===== config.mk =====
export PLATFORM = sky130hd
export DESIGN_NAME = fmc_fuse_controller
export DESIGN_NICKNAME = d
export VERILOG_FILES = /design/src/fmc_fuse_array.v /design/src/fmc_fuse_controller.v
export VERILOG_INCLUDE_DIRS = /design/src
export SDC_FILE = /design/constraint.sdc
export NUM_CORES = 1
export LEC_CHECK = 0
export ABC_AREA = 1
export BUFFER_PORTS_ARGS = -buffer_cell sky130_fd_sc_hd__buf_2
export CELL_PAD_IN_SITES_DETAIL_PLACEMENT = 0
export CELL_PAD_IN_SITES_GLOBAL_PLACEMENT = 1
export CORE_MARGIN = 10
export CORE_UTILIZATION = 50
export CTS_BUF_LIST = sky130_fd_sc_hd__clkbuf_8
export DETAILED_ROUTE_END_ITERATION = 8
export PLACE_DENSITY = 0.88
export SYNTH_ARGS = -nofsm -noshare
export SYNTH_HDL_FRONTEND = slang
export SYNTH_SLANG_ARGS = --single-unit

===== constraint.sdc =====
create_clock -name clk -period 5.4 [get_ports clk]
set_clock_uncertainty 0.05 [all_clocks]
set_input_delay 0.27 -clock clk [delete_from_list [all_inputs] [get_ports clk]]
set_output_delay 0.27 -clock clk [all_outputs]
set_load 0.02 [all_outputs]

===== src/fmc_fuse_map.vh =====
`ifndef FMC_FUSE_MAP_VH
`define FMC_FUSE_MAP_VH
// What this block does
// [RULE_01] fuse array holds 109 bits: 37 factory trim, 72 user default bits; the code's trimMask marks 38 trim bits, leaving 71 user bits
// [RULE_02] at start-up all fuse bytes are copied into the serial-port registers
// [RULE_03] fuse commands only act in test mode, and burning obeys both lock bits
// [RULE_04] the master keeps the test enable pin high during every fuse operation
// [RULE_05] command slot: start at bit 7, opcode at 6:5, byte address at 3:0
// [RULE_06] opcode 00 points: addressed byte goes to data slot, no start, no refresh
// [RULE_07] opcode 01 reads addressed byte then reloads every serial-port register
// [RULE_08] opcode 10 shifts the data byte into the programming chain for burning
// [RULE_09] opcode 11 burns the staged byte into the addressed byte, one bit at a time
// [RULE_10] a burned one never returns to zero; burns only add ones
// [RULE_11] data slot write stores the load byte; a read returns fuse contents
// [RULE_12] start captures opcode and address and holds them until the command ends
// [RULE_13] the start bit clears itself when a command finishes, for polling
// [RULE_14] read, load and burn end with a full refresh; point does not
// [RULE_15] two lock stages; a set lock can never be cleared
// [RULE_16] factory lock at byte 0x02 bit 7 protects all factory trim bits
// [RULE_17] user lock at byte 0x03 bit 7 protects all user default bits
// [RULE_18] boost control rate and diag response mode come only from the fuses
// [RULE_19] bytes 0x00/0x01 dimming duty, bytes 0x02/0x03 bits 6:0 string currents
// [RULE_20] the master verifies contents before locking and burns with LEDs off
// [RULE_21] while a command runs, new starts and field changes are ignored

`define FMC_FUSE_BITS 109
`define FMC_FACTORY_BITS 37
`define FMC_USER_BITS 72

`define FMC_SLOT_CMD 4'h9
`define FMC_SLOT_DATA 4'hA

`define FMC_CMD_START 7
`define FMC_CMD_OP_HI 6
`define FMC_CMD_OP_LO 5
`define FMC_CMD_ADDR_HI 3

`define FMC_OP_POINT 2'h0
`define FMC_OP_READ 2'h1
`define FMC_OP_LOAD 2'h2
`define FMC_OP_BURN 2'h3

`define FMC_ADDR_DUTY1 4'h0
`define FMC_ADDR_DUTY2 4'h1
`define FMC_ADDR_FLOCK 4'h2
`define FMC_ADDR_ULOCK 4'h3
`define FMC_ADDR_FIXED 4'hA
`define FMC_ADDR_MISC 4'hD
`define FMC_ADDR_LAST 4'hE
`define FMC_LOCK_BIT 7
`define FMC_DIAG_MODE_BIT 7
`define FMC_BOOST_RATE_HI 6
`define FMC_BOOST_RATE_LO 4

`define FMC_CLK_PERIOD_NS 25
`define FMC_BURN_PULSE_NS 10000
`define FMC_BURN_CYCLES ((`FMC_BURN_PULSE_NS + `FMC_CLK_PERIOD_NS - 1) / `FMC_CLK_PERIOD_NS)

`endif


===== src/fmc_fuse_array.v =====
`default_nettype none
module fmc_fuse_array #(
  parameter ADDR_W = 4,
  parameter [127:0] FUSE_INIT = 128'h0
) (
  input wire clk, // system clock
  input wire [ADDR_W-1:0] rdAddr, // byte to read
  output reg [7:0] rdData, // registered read byte
  input wire burnEn, // burn one bit this cycle
  input wire [ADDR_W-1:0] burnAddr, // byte holding the bit
  input wire [2:0] burnBit // bit within the byte
);
  reg [7:0] fuseMem [0:(1<<ADDR_W)-1];
  integer i;

  // fuse state is nonvolatile: no reset, only an initial image
  initial begin
    for (i = 0; i < (1<<ADDR_W); i = i + 1) begin
      fuseMem[i] = FUSE_INIT[i*8 +: 8];
    end
  end

  always @(posedge clk) begin
    if (burnEn) begin
      fuseMem[burnAddr][burnBit] <= 1'b1; // RULE_10
    end
    rdData <= fuseMem[rdAddr];
  end
endmodule
`default_nettype wire


===== src/fmc_fuse_controller.v =====
`include "fmc_fuse_map.vh"
`default_nettype none
module fmc_fuse_controller #(
  parameter [127:0] FUSE_INIT = 128'h0,
  parameter BURN_CYCLES = `FMC_BURN_CYCLES
) (
  input wire clk, // 40 MHz system clock
  input wire rst_n, // power-on reset, async, active low
  input wire testEnable, // test enable pin level
  input wire [3:0] regAddr, // serial-port register address
  input wire regWrStb, // one-cycle write strobe
  input wire [7:0] regWrData, // write data
  output wire [7:0] cmdReadOut, // control slot nine read value
  output reg [7:0] dataReadOut, // control slot ten read value
  output reg defaultsWrStb, // one byte of defaults to load
  output reg [3:0] defaultsAddr, // fuse byte index being loaded
  output reg [7:0] defaultsData, // fuse byte value being loaded
  output reg defaultsReady, // first load after reset done
  output reg [2:0] boostRate, // fuse-fixed boost control rate
  output reg diagPulsed, // fuse-fixed diag response mode
  output reg factoryLock, // factory lock seen in the fuses
  output reg userLock, // user lock seen in the fuses
  output reg busy // command or refresh running
);
  localparam S_IDLE = 3'h0;
  localparam S_READ = 3'h1;
  localparam S_CAPT = 3'h2;
  localparam S_SHIFT = 3'h3;
  localparam S_BURN = 3'h4;
  localparam S_SWEEP = 3'h5;

  localparam integer BURN_LAST_I = BURN_CYCLES - 1;
  localparam [15:0] BURN_LAST = BURN_LAST_I[15:0];

  // factory trim bits of each byte
  function [7:0] trimMask;
    input [3:0] a;
    begin
      case (a)
        `FMC_ADDR_FLOCK: trimMask = 8'h80;
        4'h7: trimMask = 8'h1F;
        4'h8: trimMask = 8'hFF;
        4'h9: trimMask = 8'hFF;
        4'hA: trimMask = 8'h0F;
        4'hB: trimMask = 8'hF0;
        4'hC: trimMask = 8'hFF;
        default: trimMask = 8'h00;
      endcase
    end
  endfunction

  // bits that exist in the array at all
  function [7:0] usedMask;
    input [3:0] a;
    begin
      if (a < `FMC_ADDR_MISC) begin // RULE_01
        usedMask = 8'hFF;
      end else if (a == `FMC_ADDR_MISC) begin
        usedMask = 8'h1F;
      end else begin
        usedMask = 8'h00;
      end
    end
  endfunction

  function [7:0] burnMask;
    input [3:0] a;
    input fl;
    input ul;
    reg [7:0] t;
    begin
      t = trimMask(a);
      burnMask = ((fl ? 8'h00 : t) | (ul ? 8'h00 : ~t)) & usedMask(a); // RULE_16 RULE_17
    end
  endfunction

  reg [2:0] state_reg;
  reg [2:0] state_next;
  reg startBit_reg;
  reg [1:0] opCode_reg;
  reg [3:0] opAddr_reg;
  reg [7:0] loadWord_reg;
  reg [7:0] chain_reg;
  reg [2:0] bitIdx_reg;
  reg [15:0] pulseCnt_reg;
  reg [4:0] sweepCnt_reg;
  reg [3:0] shiftCnt_reg;

  wire [7:0] rdData;
  wire cmdWrite = regWrStb && (regAddr == `FMC_SLOT_CMD);
  wire dataWrite = regWrStb && (regAddr == `FMC_SLOT_DATA);
  wire [1:0] newOp = regWrData[`FMC_CMD_OP_HI:`FMC_CMD_OP_LO];
  wire newStart = regWrData[`FMC_CMD_START];
  wire [3:0] newAddr = regWrData[`FMC_CMD_ADDR_HI:0];
  wire idle = (state_reg == S_IDLE);
  // point needs no start; other opcodes need start, all need test mode
  wire launch = cmdWrite && idle && testEnable && (newStart || newOp == `FMC_OP_POINT); // RULE_03 RULE_06 RULE_21
  wire [7:0] allowBits = burnMask(opAddr_reg, factoryLock, userLock);
  wire bitWanted = chain_reg[bitIdx_reg] && allowBits[bitIdx_reg]; // RULE_03
  wire burnNow = (state_reg == S_BURN) && bitWanted;
  wire [3:0] rdAddr = (state_reg == S_SWEEP) ? sweepCnt_reg[3:0] : opAddr_reg;
  wire sweepEnd = (sweepCnt_reg == {1'b0, `FMC_ADDR_LAST} + 5'h01);
  wire pulseEnd = (pulseCnt_reg == BURN_LAST);

  assign cmdReadOut = {startBit_reg, opCode_reg, 1'b0, opAddr_reg}; // RULE_05

  fmc_fuse_array #(
    .ADDR_W(4),
    .FUSE_INIT(FUSE_INIT)
  ) fuseArray (
    .clk(clk),
    .rdAddr(rdAddr),
    .rdData(rdData),
    .burnEn(burnNow),
    .burnAddr(opAddr_reg),
    .burnBit(bitIdx_reg)
  );

  always @* begin
    state_next = state_reg;
    case (state_reg)
      S_IDLE: begin
        if (launch) begin
          case (newOp)
            `FMC_OP_LOAD: state_next = S_SHIFT; // RULE_08
            `FMC_OP_BURN: state_next = S_BURN; // RULE_09
            default: state_next = S_READ;
          endcase
        end
      end
      S_READ: begin
        state_next = S_CAPT;
      end
      S_CAPT: begin
        if (opCode_reg == `FMC_OP_READ) begin
          state_next = S_SWEEP; // RULE_07
        end else begin
          state_next = S_IDLE; // RULE_06
        end
      end
      S_SHIFT: begin
        if (shiftCnt_reg == 4'h7) begin
          state_next = S_SWEEP; // RULE_14
        end
      end
      S_BURN: begin
        if ((pulseEnd || !bitWanted) && bitIdx_reg == 3'h7) begin
          state_next = S_SWEEP; // RULE_14
        end
      end
      S_SWEEP: begin
        if (sweepEnd) begin
          state_next = S_IDLE;
        end
      end
      default: state_next = S_IDLE;
    endcase
  end

  always @(posedge clk or negedge rst_n) begin
    if (!rst_n) begin
      state_reg <= S_SWEEP; // RULE_02
      sweepCnt_reg <= 5'h00;
      startBit_reg <= 1'b0;
      opCode_reg <= 2'h0;
      opAddr_reg <= 4'h0;
      loadWord_reg <= 8'h00;
      chain_reg <= 8'h00;
      bitIdx_reg <= 3'h0;
      pulseCnt_reg <= 16'h0000;
      shiftCnt_reg <= 4'h0;
      dataReadOut <= 8'h00;
      defaultsWrStb <= 1'b0;
      defaultsAddr <= 4'h0;
      defaultsData <= 8'h00;
      defaultsReady <= 1'b0;
      boostRate <= 3'h0;
      diagPulsed <= 1'b0;
      factoryLock <= 1'b0;
      userLock <= 1'b0;
      busy <= 1'b1;
    end else begin
      state_reg <= state_next;
      busy <= (state_next != S_IDLE);
      defaultsWrStb <= 1'b0;
      if (dataWrite) begin
        loadWord_reg <= regWrData; // RULE_11
      end
      // fields only change while idle
      if (launch) begin
        startBit_reg <= newStart; // RULE_12
        opCode_reg <= newOp; // RULE_12
        opAddr_reg <= newAddr; // RULE_12
        bitIdx_reg <= 3'h0;
        pulseCnt_reg <= 16'h0000;
        shiftCnt_reg <= 4'h0;
      end else if (cmdWrite && idle) begin // RULE_21
        opCode_reg <= newOp;
        opAddr_reg <= newAddr;
      end
      case (state_reg)
        S_CAPT: begin
          dataReadOut <= rdData; // RULE_06 RULE_07 RULE_11
          if (opCode_reg != `FMC_OP_READ) begin
            startBit_reg <= 1'b0; // RULE_13
          end
          sweepCnt_reg <= 5'h00;
        end
        S_SHIFT: begin
          chain_reg <= {chain_reg[6:0], loadWord_reg[3'h7 - shiftCnt_reg[2:0]]}; // RULE_08
          shiftCnt_reg <= shiftCnt_reg + 4'h1;
          sweepCnt_reg <= 5'h00;
        end
        S_BURN: begin
          sweepCnt_reg <= 5'h00;
          if (pulseEnd || !bitWanted) begin
            pulseCnt_reg <= 16'h0000;
            bitIdx_reg <= bitIdx_reg + 3'h1; // RULE_09
          end else begin
            pulseCnt_reg <= pulseCnt_reg + 16'h0001;
          end
        end
        S_SWEEP: begin
          sweepCnt_reg <= sweepCnt_reg + 5'h01;
          if (sweepCnt_reg != 5'h00) begin
            defaultsWrStb <= 1'b1; // RULE_02 RULE_14
            defaultsAddr <= sweepCnt_reg[3:0] - 4'h1;
            defaultsData <= rdData; // RULE_19
            case (sweepCnt_reg[3:0] - 4'h1)
              `FMC_ADDR_FIXED: begin
                diagPulsed <= rdData[`FMC_DIAG_MODE_BIT]; // RULE_18
                boostRate <= rdData[`FMC_BOOST_RATE_HI:`FMC_BOOST_RATE_LO]; // RULE_18
              end
              `FMC_ADDR_FLOCK: begin
                factoryLock <= factoryLock | rdData[`FMC_LOCK_BIT]; // RULE_15 RULE_16
              end
              `FMC_ADDR_ULOCK: begin
                userLock <= userLock | rdData[`FMC_LOCK_BIT]; // RULE_15 RULE_17
              end
              default: begin
              end
            endcase
          end
          if (sweepEnd) begin
            startBit_reg <= 1'b0; // RULE_13
            defaultsReady <= 1'b1;
          end
        end
        default: begin
        end
      endcase
    end
  end
endmodule
`default_nettype wire


; ---- After elaboration in Yosys (flattened, before gate mapping)
; Memory sizes are Yosys's and may differ from the RTL's. A register that Yosys moved wholly into a read port is not among the register bits.
; Index checks and enable logic that the tools add are counted.
[classes]
add_sub_neg = 6
n_mul = 0
div_mod_pow = 0
magnitude_cmp = 4
eq_ne = 26
n_shift = 0
muxes = 42
n_bitwise = 5
n_reduce_logical = 27
[ops]
columns = operator, n
row1 = $mux W16, 3
row2 = $pmux W8 S5, 1
row3 = $eq A4 B4 Y1 const B, 9
row4 = $mux W8, 4
row5 = $mux W3, 8
row6 = $mux W4, 5
row7 = $pmux W3 S6, 1
row8 = $add A16 B1 Y16 const B, 1
row9 = $eq A16 B9 Y1 const B, 1
row10 = $eq A4 B2 Y1 const B, 3
row11 = $mux W1, 10
row12 = $pmux W5 S2, 1
row13 = $bmux W1 S3, 3
row14 = $eq A3 B3 Y1 const B, 3
row15 = $logic_and A1 B1 Y1, 9
row16 = $reduce_and A3 Y1, 3
row17 = $and A8 B8 Y8, 1
row18 = $eq A4 B3 Y1 const B, 2
row19 = $lt A3 B4 Y1 const B, 2
row20 = $not A8 Y8, 1
row21 = $or A8 B8 Y8, 1
row22 = $reduce_bool A2 Y1, 4
row23 = $eq A3 B2 Y1 const B, 2
row24 = $pmux W3 S2, 1
row25 = 25 further kinds, 31
[totals]
ff_bits = 83
latch_bits = 0
ram_bits = 128
romBits = 0
input_bits = 16
output_inout_bits = 37
elab_cells = 131
memories = 1
[mem_list]
columns = name, words, width, rd, rd_clocked_by_memory_dff, write_ports, line
row1 = fuseArray.fuseMem, 16, 8, 1, 1, 1, fmc_fuse_array.v:13  ; reg [7:0] fuseMem [0:(1<<ADDR_W)-1];

; ---- Logic depth before layout (Yosys ltp)
; Gate-level depths: netlist of run 1.
[depth]
word_depth = 16
mapped_depth = 16
ltp_nobuf = 15

; ---- Modules after synthesis
; Synthesis of run 1 repeated with hierarchy kept, for this count alone.
[hier_totals]
hier_cells = 1219
area_unflattened_um2 = 9514.1
[modules_own_cells]
columns = module, instances, cells_each, area_per_inst_um2, seq_area_each_um2
row1 = fmc_fuse_array, 1, 725, 5302.6, 2722.6
row2 = fmc_fuse_controller, 1, 494, 4211.5, 2080.7

; ---- Least setup slack after synthesis of run 1
; OpenSTA, ideal clock, no wires.
[synth_path]
kind = reg2reg
startpoint = register opAddr_reg[3]
endpoint = memory fuseArray.fuseMem[10][4]
setup_time_ps = 58
arrival_time_ps = 1958
t_required_ps = 5292
slack_ps = 3334
stages_incl_launch_ff = 15
n_path_buf = 1
synth_period_minus_slack_ps = 2066
cell_sequence = dfrtp_1 > inv_1 > nand2_1 > nor2_2 > inv_1 > nand3_1 > nand2_1 > nand2_1 > nand3_1 > nor2_4 > nand2_4 > nor2_4 > buf_4 > nand2_1 > nand2_1
[synth_between]
elab_chain_cells = 13
word_cells_on_any_way = 24
cone_classes = 1 x order compare / 8 x eq/ne / 9 x mux / 3 x bitwise / 3 x reduce/logical
[synth_rtl]
columns = element, line
row1 = "start, declared", fmc_fuse_controller.v:81  ; reg [3:0] opAddr_reg;
row2 = "start signal, assigned", fmc_fuse_controller.v:193  ; opAddr_reg <= newAddr;
row3 = "start signal, assigned", fmc_fuse_controller.v:199  ; opAddr_reg <= newAddr;
row4 = $eq A4 B4 Y1, fmc_fuse_controller.v:39  ; case (a)
row5 = $reduce_or A3 Y1 (no source line), -
row6 = $pmux W8 S5, fmc_fuse_controller.v:39
row7 = $not A8 Y8, fmc_fuse_controller.v:73  ; burnMask = ((fl ? 8'h00 : t) | (ul ? 8'h00 : ~t)) & usedMask(a);
row8 = $mux W8, fmc_fuse_controller.v:73
row9 = $or A8 B8 Y8, fmc_fuse_controller.v:73
row10 = $and A8 B8 Y8, fmc_fuse_controller.v:73
row11 = $bmux W1 S3, fmc_fuse_controller.v:99  ; wire bitWanted = chain_reg[bitIdx_reg] && allowBits[bitIdx_reg];
row12 = $mux W1 (not written as such), fmc_fuse_controller.v:99
row13 = $logic_and A1 B1 Y1, fmc_fuse_controller.v:99
row14 = $logic_and A1 B1 Y1, fmc_fuse_controller.v:100  ; wire burnNow = (state_reg == S_BURN) && bitWanted;
row15 = $mux W1, fmc_fuse_array.v:24  ; if (burnEn) begin
row16 = $mux W8 (not written as such), fmc_fuse_array.v:25  ; fuseMem[burnAddr][burnBit] <= 1'b1;
row17 = "end, declared", fmc_fuse_array.v:13
; Several ways; a longest one is shown, not always the timed one. The select of a mux whose other input is x is not followed.

; ---- Final worst setup path of run 1
[layout_path]
startpoint = register state_reg[0]
endpoint = register fuseArray.rdData[6] (read register of fuseArray.fuseMem)
[layout_between]
elab_chain_cells = 2
[layout_rtl]
columns = element, line
row1 = "start, declared", fmc_fuse_controller.v:77  ; reg [2:0] state_reg;
row2 = "start signal, assigned", fmc_fuse_controller.v:183  ; state_reg <= state_next;
row3 = $eq A3 B3 Y1, fmc_fuse_controller.v:101  ; wire [3:0] rdAddr = (state_reg == S_SWEEP) ? sweepCnt_reg[3:0] : opAddr_reg;
row4 = $mux W4, fmc_fuse_controller.v:101
row5 = "end, declared", fmc_fuse_array.v:8  ; output reg [7:0] rdData,
; Every way passes these cells.
; A chain may end at the register's enable or synchronous reset.

==> summary.txt, run 1 <==
Outcome
  • Status: finished clean

Job
  • Max_cap viols: 0

Setup path
  • Worst endpoint required time: 5.77 ns
  • CP Data Arrival Time: between 3 and 4 ns
  • CP Max Fanout: between 40 and 50
  • CP Cell Sequence: nand3_1 > o21ai_4 > buf_4 > clkinv_1 > o21ai_0 > o221ai_1 > nand3_1 > nand2_1
  • Worst path bufs/invs: 2
  • Critical Path Source Type: flop
  • Most frequent CP cell: nand3_1
  • CP top delay family: buffers and inverters
  • Critical path class: flop to flop
  • CP endpoint kind: flop
  • Worst path max stage delay: around 0.57 ns
  • Crit-path slowest cell: dfstp_2

Place
  • DP Area: 9651 µm²
  • Hpwl dp: 14,810 µm
  • Gpl congestion: roughly 0.85
  • Buffers on Ports: 51

Power
  • Clock power frac: a little under a third
  • Combinational Power Share: 27.4%
  • PwrDens: 456.7 nW/µm²
  • Design Power: approximately 4.8 mW
  • Switching share of total power: 36.69%
  • P_int: 3.031 mW
  • Leak pwr: 5.182 nW
  • Net switching power figure: 1.757 mW
  • VDD IR max: 0.1885 mV
  • Sequential power share: 41.7%

Finish
  • N_diodes: 0
  • Layout cells sized above 1: 10.17%
  • Fin util: 57.58%
  • Largest register FFs: 128
  • P&R area growth vs syn: 12.14%
  • Fin nets: 1,246
  • Filler Cell Count: 1,676
  • Final instance area: 10,480 µm²

Logic synthesis
  • Sequential area share after synthesis: 51.38%
  • Synth area leader: dfxtp_1
  • Synth Area in Simple Gates: 19.30%
  • Cells after synthesis: 1,187
  • Ranking of synthesized cells by area: dfxtp_1, dfrtp_1, nand2_1
  • Yosys warnings: 0
  • Syn nets: 1,212
  • Main combinational cell family by area after synthesis: simple AND/OR/NAND/NOR gates
  • Mux share of post-synthesis cell area: 0.1204%
  • Post-synthesis xor/xnor area fraction: roughly 1.5%
  • Synth cell types: 38
  • Flops & latches, synth: 219
  • Syn avg cell area: 7.876 µm²
  • Post-synth top area share: 29.12%
  • Adder-cell share of the synthesized area: 1.204%
  • Synth Cell Area: ~9300 µm²
  • Complex-gate fraction of the synthesized area: 16.27%

STA
  • Number of hold violations in the final report: 0
  • Final setup vio count: 0
  • Final period util: 59.52%
  • Max-Slew Margin vs Limit: between 30% and 40%
  • Min cycle time layout: 3.214 ns
  • Setup_tns: 0 ns
  • RSZ-0062 raised after global routing: false
  • Slew Viols, Final: 0
  • Achievable frequency: a little over 0.3 GHz
  • Worst-margin pin slew: about 1.0 ns

GRT
  • Vias in the first global route: approximately 7.1k
  • Initial antenna violation count: 0
  • Largest net degree at the start of global routing: 84
  • Grt total ovfl: 0
  • Gr usage total: 17.93%
  • First-pass GRT wire length: 36,150 µm

Clock tree
  • CTS tree: built
  • CTS Buf Count: 38
  • Number of H-tree levels: 2
  • Worst-path clk slew: 0.06 ns
  • Post-CTS Setup Inserts: 0
  • TritonCTS Sinks: approximately 220
  • Clock buffer depth: 3
  • Worst-Skew Late Latency: about 0.52 ns
  • CTS Root Cell: clkbuf_8

Drt
  • DRT Pass-1 Iters: 7
  • Detail Route Antenna Nets: 0
  • DR iter-0 viols: 486
  • Routed WL per cell: 14.79 µm
  • Residual DRC: 0
  • Via Count: 7,508
  • Post-Route WL: 21,860 µm
  • Via/cell ratio: around 5

Floorplanning
  • Initial Util: 51.34%
  • DIE AREA: roughly 25,000 µm²
  • Vert. Die Dim: 156.7 µm
  • Core footprint: between 15,000 and 20,000 µm²
  • Cell row count: 49
  • Top-Level Pins: 53
  • Die width: 156.7 µm

Hold path
  • HP Class: input port to flop
## per-stage QoR
stage          hold WS, ns  cells  setup WS [ns]
2_1_floorplan     -0.07559   1187          3.334
3_3_place_gp        0.2850   1402          2.283
3_5_place_dp        0.2873   1402          2.239
4_1_cts           0.002695   1478          2.229
5_1_grt            0.04765   1478          1.831
6_report           0.03183   1478          2.186
## cell usage after synthesis
cell and number:
a211oi_1 1, a21o_1 2, a21oi_1 48, and3_1 1, buf_1 2, buf_2 14, buf_4 6, clkbuf_1 48
clkinv_1 1, conb_1 1, dfrtp_1 80, dfstp_2 3, dfxtp_1 136, ha_1 9, inv_1 171, inv_2 1
mux2_2 1, nand2_1 263, nand2_2 2, nand2_4 1, nand3_1 66, nand3b_1 1, nand4_1 4, nor2_1 72
nor2_2 2, nor2_4 5, nor3_1 12, nor4_1 4, o211ai_1 26, o21ai_0 139, o21ai_1 1, o21ai_2 1
o21bai_1 32, o221ai_1 7, o22ai_1 7, o32ai_1 1, xnor2_1 1, xor2_1 15
## power by group through the flow
stage	clock network, mW	logic [mW]	registers [mW]
after global placement	0	1.28	2.02
after detailed placement	0	1.31	2.02
after CTS	1.52	1.32	1.99
after global routing	1.58	1.49	2.02
after floorplan	0	0.954	1.99
final	1.48	1.31	2.00
## placed cells by master, fill, tap and decap left out, types with 32 or more instances in the layout
cell type,count
a21oi_1,48
nand3_1,66
nand2_1,263
nor2_1,72
o21bai_1,32
o21ai_0,137
dfrtp_1,80
inv_1,186
dfxtp_1,136
buf_2,50
clkbuf_8,46
## cell type report
type	instances	area, µm²	share of cell area, %
Clock buffer	46	633.1	6.039
Clock inverter	22	120.1	1.146
Inverter	173	649.4	6.194
Multi-Input combinational cell	725	3616	34.49
Sequential cell	219	4803	45.82
Tap cell	229	286.5	2.733
Timing Repair Buffer	64	375.4	3.580
## kinds of logic after synthesis
logic type / after synthesis
multiplexers: 1
AND/OR/NAND/NOR: 433
XOR/XNOR: 16
flip-flops: 219
buffers and inverters: 243
AO/OA/AOI/OAI: 265
other: 1
adder cells (fa/ha/maj): 9
## worst reg2reg max path, stage by stage, from the launching register on
cell and delay (ns):
dfstp_2 0.57, nand3_1 0.46, o21ai_4 0.29, buf_4 0.42, clkinv_1 0.54, o21ai_0 0.32
o221ai_1 0.23, nand3_1 0.17, nand2_1 0.06
## timing repair
item                      4_1_cts  5_1_grt
hold endpoints to repair       91        0
gates resized for setup         0        0
hold buffers                    8        0
## metal layers
layer / GRT usage (%) / vias to the layer above / share of wire, %
met4: 6.472 / 0 / 2.1
met3: 3.344 / 39 / 5.3
li1: - / 3852 / -
met2: 27.33 / 168 / 43
met5: 0 / - / 0
met1: 24.85 / 3449 / 49
## path summary, 6_finish.rpt
check / start / end / slack [ns] / cells after the start
min in group asynchronous: rst_n / pulseCnt_reg[2] / 0.40 / 2
max reg2reg: state_reg[0] / fuseArray.rdData[6] / 2.19 / 8
max in group asynchronous: rst_n / shiftCnt_reg[0] / 4.22 / 2
max: state_reg[0] / fuseArray.rdData[6] / 2.19 / 8
min reg2reg: fuseArray.fuseMem[15][7] / fuseArray.fuseMem[15][7] / 0.30 / 0
min: testEnable / startBit_reg / 0.03 / 4
Power figures use the tool's default switching activity.
==> inputs of run 2 (changes only) <==
--- a/config.mk
+++ b/config.mk
@@ -11,10 +11,10 @@
 export CELL_PAD_IN_SITES_DETAIL_PLACEMENT = 0
 export CELL_PAD_IN_SITES_GLOBAL_PLACEMENT = 1
 export CORE_MARGIN = 10
-export CORE_UTILIZATION = 50
+export CORE_UTILIZATION = 47
 export CTS_BUF_LIST = sky130_fd_sc_hd__clkbuf_8
 export DETAILED_ROUTE_END_ITERATION = 8
-export PLACE_DENSITY = 0.88
+export PLACE_DENSITY = 0.84
 export SYNTH_ARGS = -nofsm -noshare
 export SYNTH_HDL_FRONTEND = slang
 export SYNTH_SLANG_ARGS = --single-unit
==> constraint.sdc (replaced) <==
create_clock -name clk -period 3.2 [get_ports clk]
set_clock_uncertainty 0.05 [all_clocks]
set_input_delay 0.16 -clock clk [delete_from_list [all_inputs] [get_ports clk]]
set_output_delay 0.16 -clock clk [all_outputs]
set_load 0.02 [all_outputs]
==> summary.txt, run 2 (synthesis results as in run 1) <==
Setup path
  • Critical Path Source Type: flop
  • Crit path from: opAddr_reg[3]
  • CP Data Arrival Time: 3.07 ns (-0.51 ns)
  • CP Max Fanout: 14 (-71%)
  • CP Cell Sequence: inv_1 > nand2_1 > nor2_2 > inv_1 > nand3_1 > nand2_1 > nand2_1 > nand3_1 > nor2_4 > nand3_1 > o21ai_0
  • Reg2Reg Depth: 11 (+3)
  • Worst endpoint required time: 3.57 ns (-2.20 ns)
  • Worst path max stage delay: 0.46 ns (-0.11 ns)
  • Worst path bufs/invs: 2 (unchanged)
  • CP endpoint kind: flop
  • CP top delay family: simple AND/OR/NAND/NOR gates
  • Critical Path Stages: 11 (+3)
  • Crit-path slowest cell: nand3_1
  • Worst reg2reg path startpoint: opAddr_reg[3]
  • Critical path class: flop to flop

Finish
  • Fin nets: 1,253 (+0.56%)
  • N_diodes: 0 (unchanged)
  • P&R area growth vs syn: 13.66%
  • Multi-input gate area: 3616 µm² (unchanged)
  • Largest register FFs: 128 (unchanged)
  • Final instance area: 10,630 µm² (+1.4%)
  • Layout cells sized above 1: 10.19% (+0.023 points)
  • Filler Cell Count: 1,918 (+14%)
  • Most common cell after layout, fill and taps aside: nand2_1
  • Commonest cells after routing, fill and taps aside: nand2_1, inv_1, o21ai_0
  • Area taken by flip-flops and latches: 4803 µm² (unchanged)

Clock tree
  • CTS Buf Count: 38 (unchanged)
  • Post-CTS Setup Inserts: 0 (unchanged)
  • Clock buffer depth: 3 (unchanged)
  • CTS tree: built
  • Post-CTS sizing: 0 (unchanged)
  • CTS Root Cell: clkbuf_8
  • Number of H-tree levels: 2 (unchanged)
  • Worst-Skew Late Latency: 0.53 ns (about the same)
  • TritonCTS Sinks: 219 (unchanged)
  • Worst-path clk slew: 0.06 ns (about the same)

GRT
  • Gr usage total: 17.37% (-0.56 points)
  • Grt total ovfl: 0 (unchanged)
  • Initial antenna violation count: 0 (unchanged)
  • First-pass GRT wire length: 37,500 µm (+3.7%)
  • Vias in the first global route: 7,299 (+2.7%)
  • Largest net degree at the start of global routing: 111 (+32%)

Floorplanning
  • Initial Util: 47.88% (-3.5 points)
  • Die width: 161.0 µm (+2.7%)
  • Top-Level Pins: 53 (unchanged)
  • DIE AREA: 25,930 µm² (+5.6%)
  • Core footprint: 19,530 µm² (+7.2%)
  • Vert. Die Dim: 161.0 µm (+2.7%)
  • Cell row count: 51 (+4.1%)

Place
  • Gpl congestion: 0.8725 (+2.8%)
  • DP Area: 9751 µm² (+1.0%)
  • Hpwl dp: 15,120 µm (+2.0%)
  • Buffers on Ports: 51 (unchanged)

Drt
  • Residual DRC: 0 (unchanged)
  • DRT Pass-1 Iters: 5 (-2)
  • Post-Route WL: 22,860 µm (+4.6%)
  • Via Count: 7,617 (+1.5%)
  • Detail Route Antenna Nets: 0 (unchanged)
  • Via/cell ratio: 5.008 (-1.4%)
  • Routed WL per cell: 15.03 µm (+1.6%)
  • DR iter-0 viols: 488 (+0.41%)

STA
  • Min cycle time layout: 2.696 ns (-0.5181 ns)
  • Worst-margin pin slew: 1.052 ns (+0.03407 ns)
  • Number of hold violations in the final report: 0 (unchanged)
  • Max-Slew Margin vs Limit: 29.86% (-2.3 points)
  • Slew Viols, Final: 0 (unchanged)
  • RSZ-0062 raised after global routing: false
  • Achievable frequency: 0.3709 GHz (+19%)
  • Final setup vio count: 0 (unchanged)
  • Setup_tns: 0 ns (unchanged)
  • Final period util: 84.25% (+25 points)

Hold path
  • Hold path depth: 5 (+1)
  • HP Class: input port to flop
  • Hold_sp: regAddr[0]

Outcome
  • Status: finished clean

Job
  • Max_cap viols: 0 (unchanged)

Power
  • VDD IR max: 0.3946 mV (+110%)
  • PwrDens: 772.5 nW/µm² (+69%)
  • Leak pwr: 5.227 nW (+0.86%)
run 2: cell types whose count changed in the layout (fill, tap and decap cells not counted):
cell / delta
buf_4: +2
inv_6: -1
inv_1: +3
clkbuf_8: +2
clkinv_2: -5
dlygate4sd3_1: +3
clkinvlp_4: +1
buf_12: +2
run 2: path summary, 6_finish.rpt:
| path | to | slack (ns) |
|---|---|---|
| min in group asynchronous | pulseCnt_reg[7] | 0.31 |
| max in group asynchronous | chain_reg[6] | 2.10 |
| max | fuseArray.fuseMem[5][2] | 0.50 |
| max reg2reg | fuseArray.fuseMem[5][2] | 0.50 |
| min | loadWord_reg[5] | 0.05 |
| min reg2reg | fuseArray.fuseMem[15][0] | 0.30 |
run 2: area by class of cell:
type | instances | share of cell area (%)
well taps | 265 | 3.120
multi-input cells | 725 | 34.03
clock inverters | 20 | 0.9891
inverters | 173 | 6.111
flip-flops and latches | 219 | 45.20
clock buffers | 48 | 6.217
repair buffers | 71 | 4.333
run 2: where the power goes:
part           total, mW  internal (mW)  switching (mW)  leakage [nW]
clock network       2.55           1.42            1.13         0.455
registers           3.34           3.04           0.296          2.18
logic               2.32          0.727            1.59          2.59
run 2: through the flow:
stage	instances	power (mW)	worst slack, ns	hold WS, ns	utilization [%]
6_report	1521	8.209	0.5039	0.05159	54.42
3_3_place_gp	1442	5.666	0.5646	0.2857	49.94
2_1_floorplan	1187	4.962	1.134	-0.1856	-
4_1_cts	1521	8.261	0.4918	0.02856	54.42
3_5_place_dp	1442	5.686	0.5054	0.2846	49.94
5_1_grt	1521	8.721	0.2007	0.07947	54.42
run 2: per-layer routing:
metal,part of all wire (%),global-route usage [%]
met4,2.3,5.500
met3,4.7,3.279
met5,0,0
met2,45,27.54
met1,48,23.48
run 2: worst min-delay path, stage by stage:
cell and delay (ns):
buf_2 0.09, nor3_1 0.04, buf_4 0.17, nor2_1 0.09
a21oi_1 0.04
run 2: timing repair:
item	CTS	global route
hold buffers	11	0
endpoints found under the setup margin	0	0
hold endpoints to repair	98	0
==> inputs of run 3 (changes only) <==
==> constraint.sdc (replaced) <==
create_clock -name clk -period 2.65 [get_ports clk]
set_clock_uncertainty 0.05 [all_clocks]
set_input_delay 0.1325 -clock clk [delete_from_list [all_inputs] [get_ports clk]]
set_output_delay 0.1325 -clock clk [all_outputs]
set_load 0.02 [all_outputs]
==> summary.txt, run 3 (synthesis results as in run 1) <==
Outcome
  • Status: finished clean

STA
  • Max-Slew Margin vs Limit: 29.98% (+0.12 points)
  • Slew Viols, Final: 0 (unchanged)
  • Number of hold violations in the final report: 0 (unchanged)
  • Hold Slack: 0.03998 ns (-0.01161 ns)
  • Worst-margin pin slew: 1.050 ns (-0.001768 ns)
  • Final period util: 89.47% (+5.2 points)
  • Final setup vio count: 0 (unchanged)
  • Achievable frequency: 0.4218 GHz (+14%)
  • Min cycle time layout: 2.371 ns (-0.3252 ns)
  • Final setup margin: 0.2791 ns (-0.2248 ns)
  • RSZ-0062 raised after global routing: false
  • Setup_tns: 0 ns (unchanged)

GRT
  • First-pass GRT wire length: 38,210 µm (+1.9%)
  • Largest net degree at the start of global routing: 84 (-24%)
  • Gr usage total: 17.68% (+0.31 points)
  • Vias in the first global route: 7,488 (+2.6%)
  • Grt total ovfl: 0 (unchanged)
  • Initial antenna violation count: 1 (+1)

Clock tree
  • Number of H-tree levels: 2 (unchanged)
  • CTS Buf Count: 38 (unchanged)
  • Post-CTS sizing: 0 (unchanged)
  • Worst-Skew Late Latency: 0.52 ns (about the same)
  • CTS Root Cell: clkbuf_8
  • Clock buffer depth: 3 (unchanged)
  • CTS tree: built
  • TritonCTS Sinks: 219 (unchanged)
  • Worst-path clk slew: 0.06 ns (about the same)

Place
  • Place WS: 0.3456 ns (-0.1598 ns)
  • Gpl congestion: 0.8384 (-3.9%)
  • Buffers on Ports: 51 (unchanged)
  • Hpwl dp: 15,410 µm (+2.0%)
  • DP Area: 9931 µm² (+1.8%)

Power
  • Combinational Power Share: 28.8% (+0.5 points)
  • Leak pwr: 5.330 nW (+2.0%)
  • Clock power frac: 30.9% (about the same)
  • Design Power: 9.985 mW (+22%)
  • Sequential power share: 40.3% (-0.4 points)
  • Net switching power figure: 3.614 mW (+20%)
  • Switching share of total power: 36.20% (-0.54 points)
  • PwrDens: 923.4 nW/µm² (+20%)
  • VDD IR max: 0.4374 mV (+11%)
  • P_int: 6.371 mW (+23%)

Finish
  • Filler Cell Count: 1,943 (+1.3%)
  • P&R area growth vs syn: 15.66%
  • Multi-input gate area: 3616 µm² (unchanged)
  • Largest register FFs: 128 (unchanged)
  • Fin nets: 1,276 (+1.8%)
  • Area taken by flip-flops and latches: 4803 µm² (unchanged)
  • Final instance area: 10,810 µm² (+1.8%)
  • Layout cells sized above 1: 12.36% (+2.2 points)
  • Commonest cells after routing, fill and taps aside: nand2_1, inv_1, o21ai_0
  • Most common cell after layout, fill and taps aside: nand2_1

Floorplanning
  • Core footprint: 19,530 µm² (unchanged)
  • Cell row count: 51 (unchanged)
  • DIE AREA: 25,930 µm² (unchanged)
  • Top-Level Pins: 53 (unchanged)
  • Vert. Die Dim: 161.0 µm (unchanged)
  • Initial Util: 47.88% (unchanged)
  • Die width: 161.0 µm (unchanged)

Setup path
  • Critical path class: flop to flop
  • Worst endpoint required time: 3.05 ns (-0.52 ns)
  • Critical Path Source Type: flop
  • CP endpoint kind: flop
  • Reg2Reg Depth: 13 (+2)
  • CP Max Fanout: 14 (unchanged)
  • CP Data Arrival Time: 2.77 ns (-0.30 ns)

Hold path
  • HP Class: input port to flop
  • Hold path depth: 5 (unchanged)

Drt
  • Routed WL per cell: 14.69 µm (-2.3%)
  • Via/cell ratio: 4.992 (-0.33%)
  • Detail Route Antenna Nets: 0 (unchanged)
  • Post-Route WL: 22,690 µm (-0.78%)
  • Via Count: 7,707 (+1.2%)
  • DRT Pass-1 Iters: 5 (unchanged)
  • Residual DRC: 0 (unchanged)
  • DR iter-0 viols: 352 (-28%)

Job
  • Max_cap viols: 0 (unchanged)
==> run 3: changes by cell type in the layout (fill, tap and decap cells not counted) <==
cell,before,now
buf_4,8,32
inv_1,189,182
clkbuf_8,48,52
clkinv_2,0,3
bufinv_16,1,0
diode_2,0,1
dlygate4sd3_1,11,10
==> run 3: repair_timing <==
item,4_1_cts,5_1_grt
setup buffers,0,0
hold buffers,10,0
endpoints found under the hold margin,99,0
==> run 3: metal layers <==
metal	vias up	global-route usage (%)	wire length, µm
li1	3923	-	-
met1	3591	23.89	10810
met5	-	0	0
met4	0	6.245	583
met3	48	3.660	1155
met2	145	27.52	10140
==> run 3: final timing paths <==
path	start	to	slack [ns]
max reg2reg	opAddr_reg[1]	fuseArray.fuseMem[7][4]	0.28
max	opAddr_reg[1]	fuseArray.fuseMem[7][4]	0.28
max in group asynchronous	rst_n	bitIdx_reg[0]	1.58
min	regAddr[0]	loadWord_reg[5]	0.04
min in group asynchronous	rst_n	pulseCnt_reg[6]	0.29
min reg2reg	fuseArray.fuseMem[15][4]	fuseArray.fuseMem[15][4]	0.30
==> run 3: power by group through the flow <==
| stage | Sequential (mW) | Clock [mW] | Combinational (mW) |
|---|---|---|---|
| after floorplan | 4.05 | 0 | 1.94 |
| after global placement | 4.08 | 0 | 2.86 |
| after detailed placement | 4.09 | 0 | 2.86 |
| after CTS | 4.03 | 3.16 | 2.89 |
| after global routing | 4.09 | 3.33 | 3.25 |
| final | 4.03 | 3.08 | 2.87 |
==> run 3: area by class of cell <==
class,count,area share (%)
Clock buffer,52,6.619
Antenna cell,1,0.02314
Tap cell,265,3.066
Inverter,173,6.006
Clock inverter,15,0.5901
Sequential cell,219,44.42
Multi-Input combinational cell,725,33.44
Timing Repair Buffer,94,5.832
==> run 3: worst max-delay path, stage by stage (launching register included) <==
cell and delay [ns]:
dfrtp_1 0.48, nand2_2 0.13, inv_1 0.04, nand2_1 0.18, inv_2 0.10, nor2_2 0.17
nor3_1 0.07, nor2_1 0.09, nand3_1 0.11, nor2_4 0.25, nand2_4 0.13, nor2_4 0.32
nand2_1 0.10, nand2_1 0.07
==> run 3: metrics by stage <==
stage                     util [%]  instances
after global placement       50.86       1466
after detailed placement     50.86       1466
after floorplan                  -       1187
final                        55.38       1544
after CTS                    55.36       1543
after global routing         55.38       1544
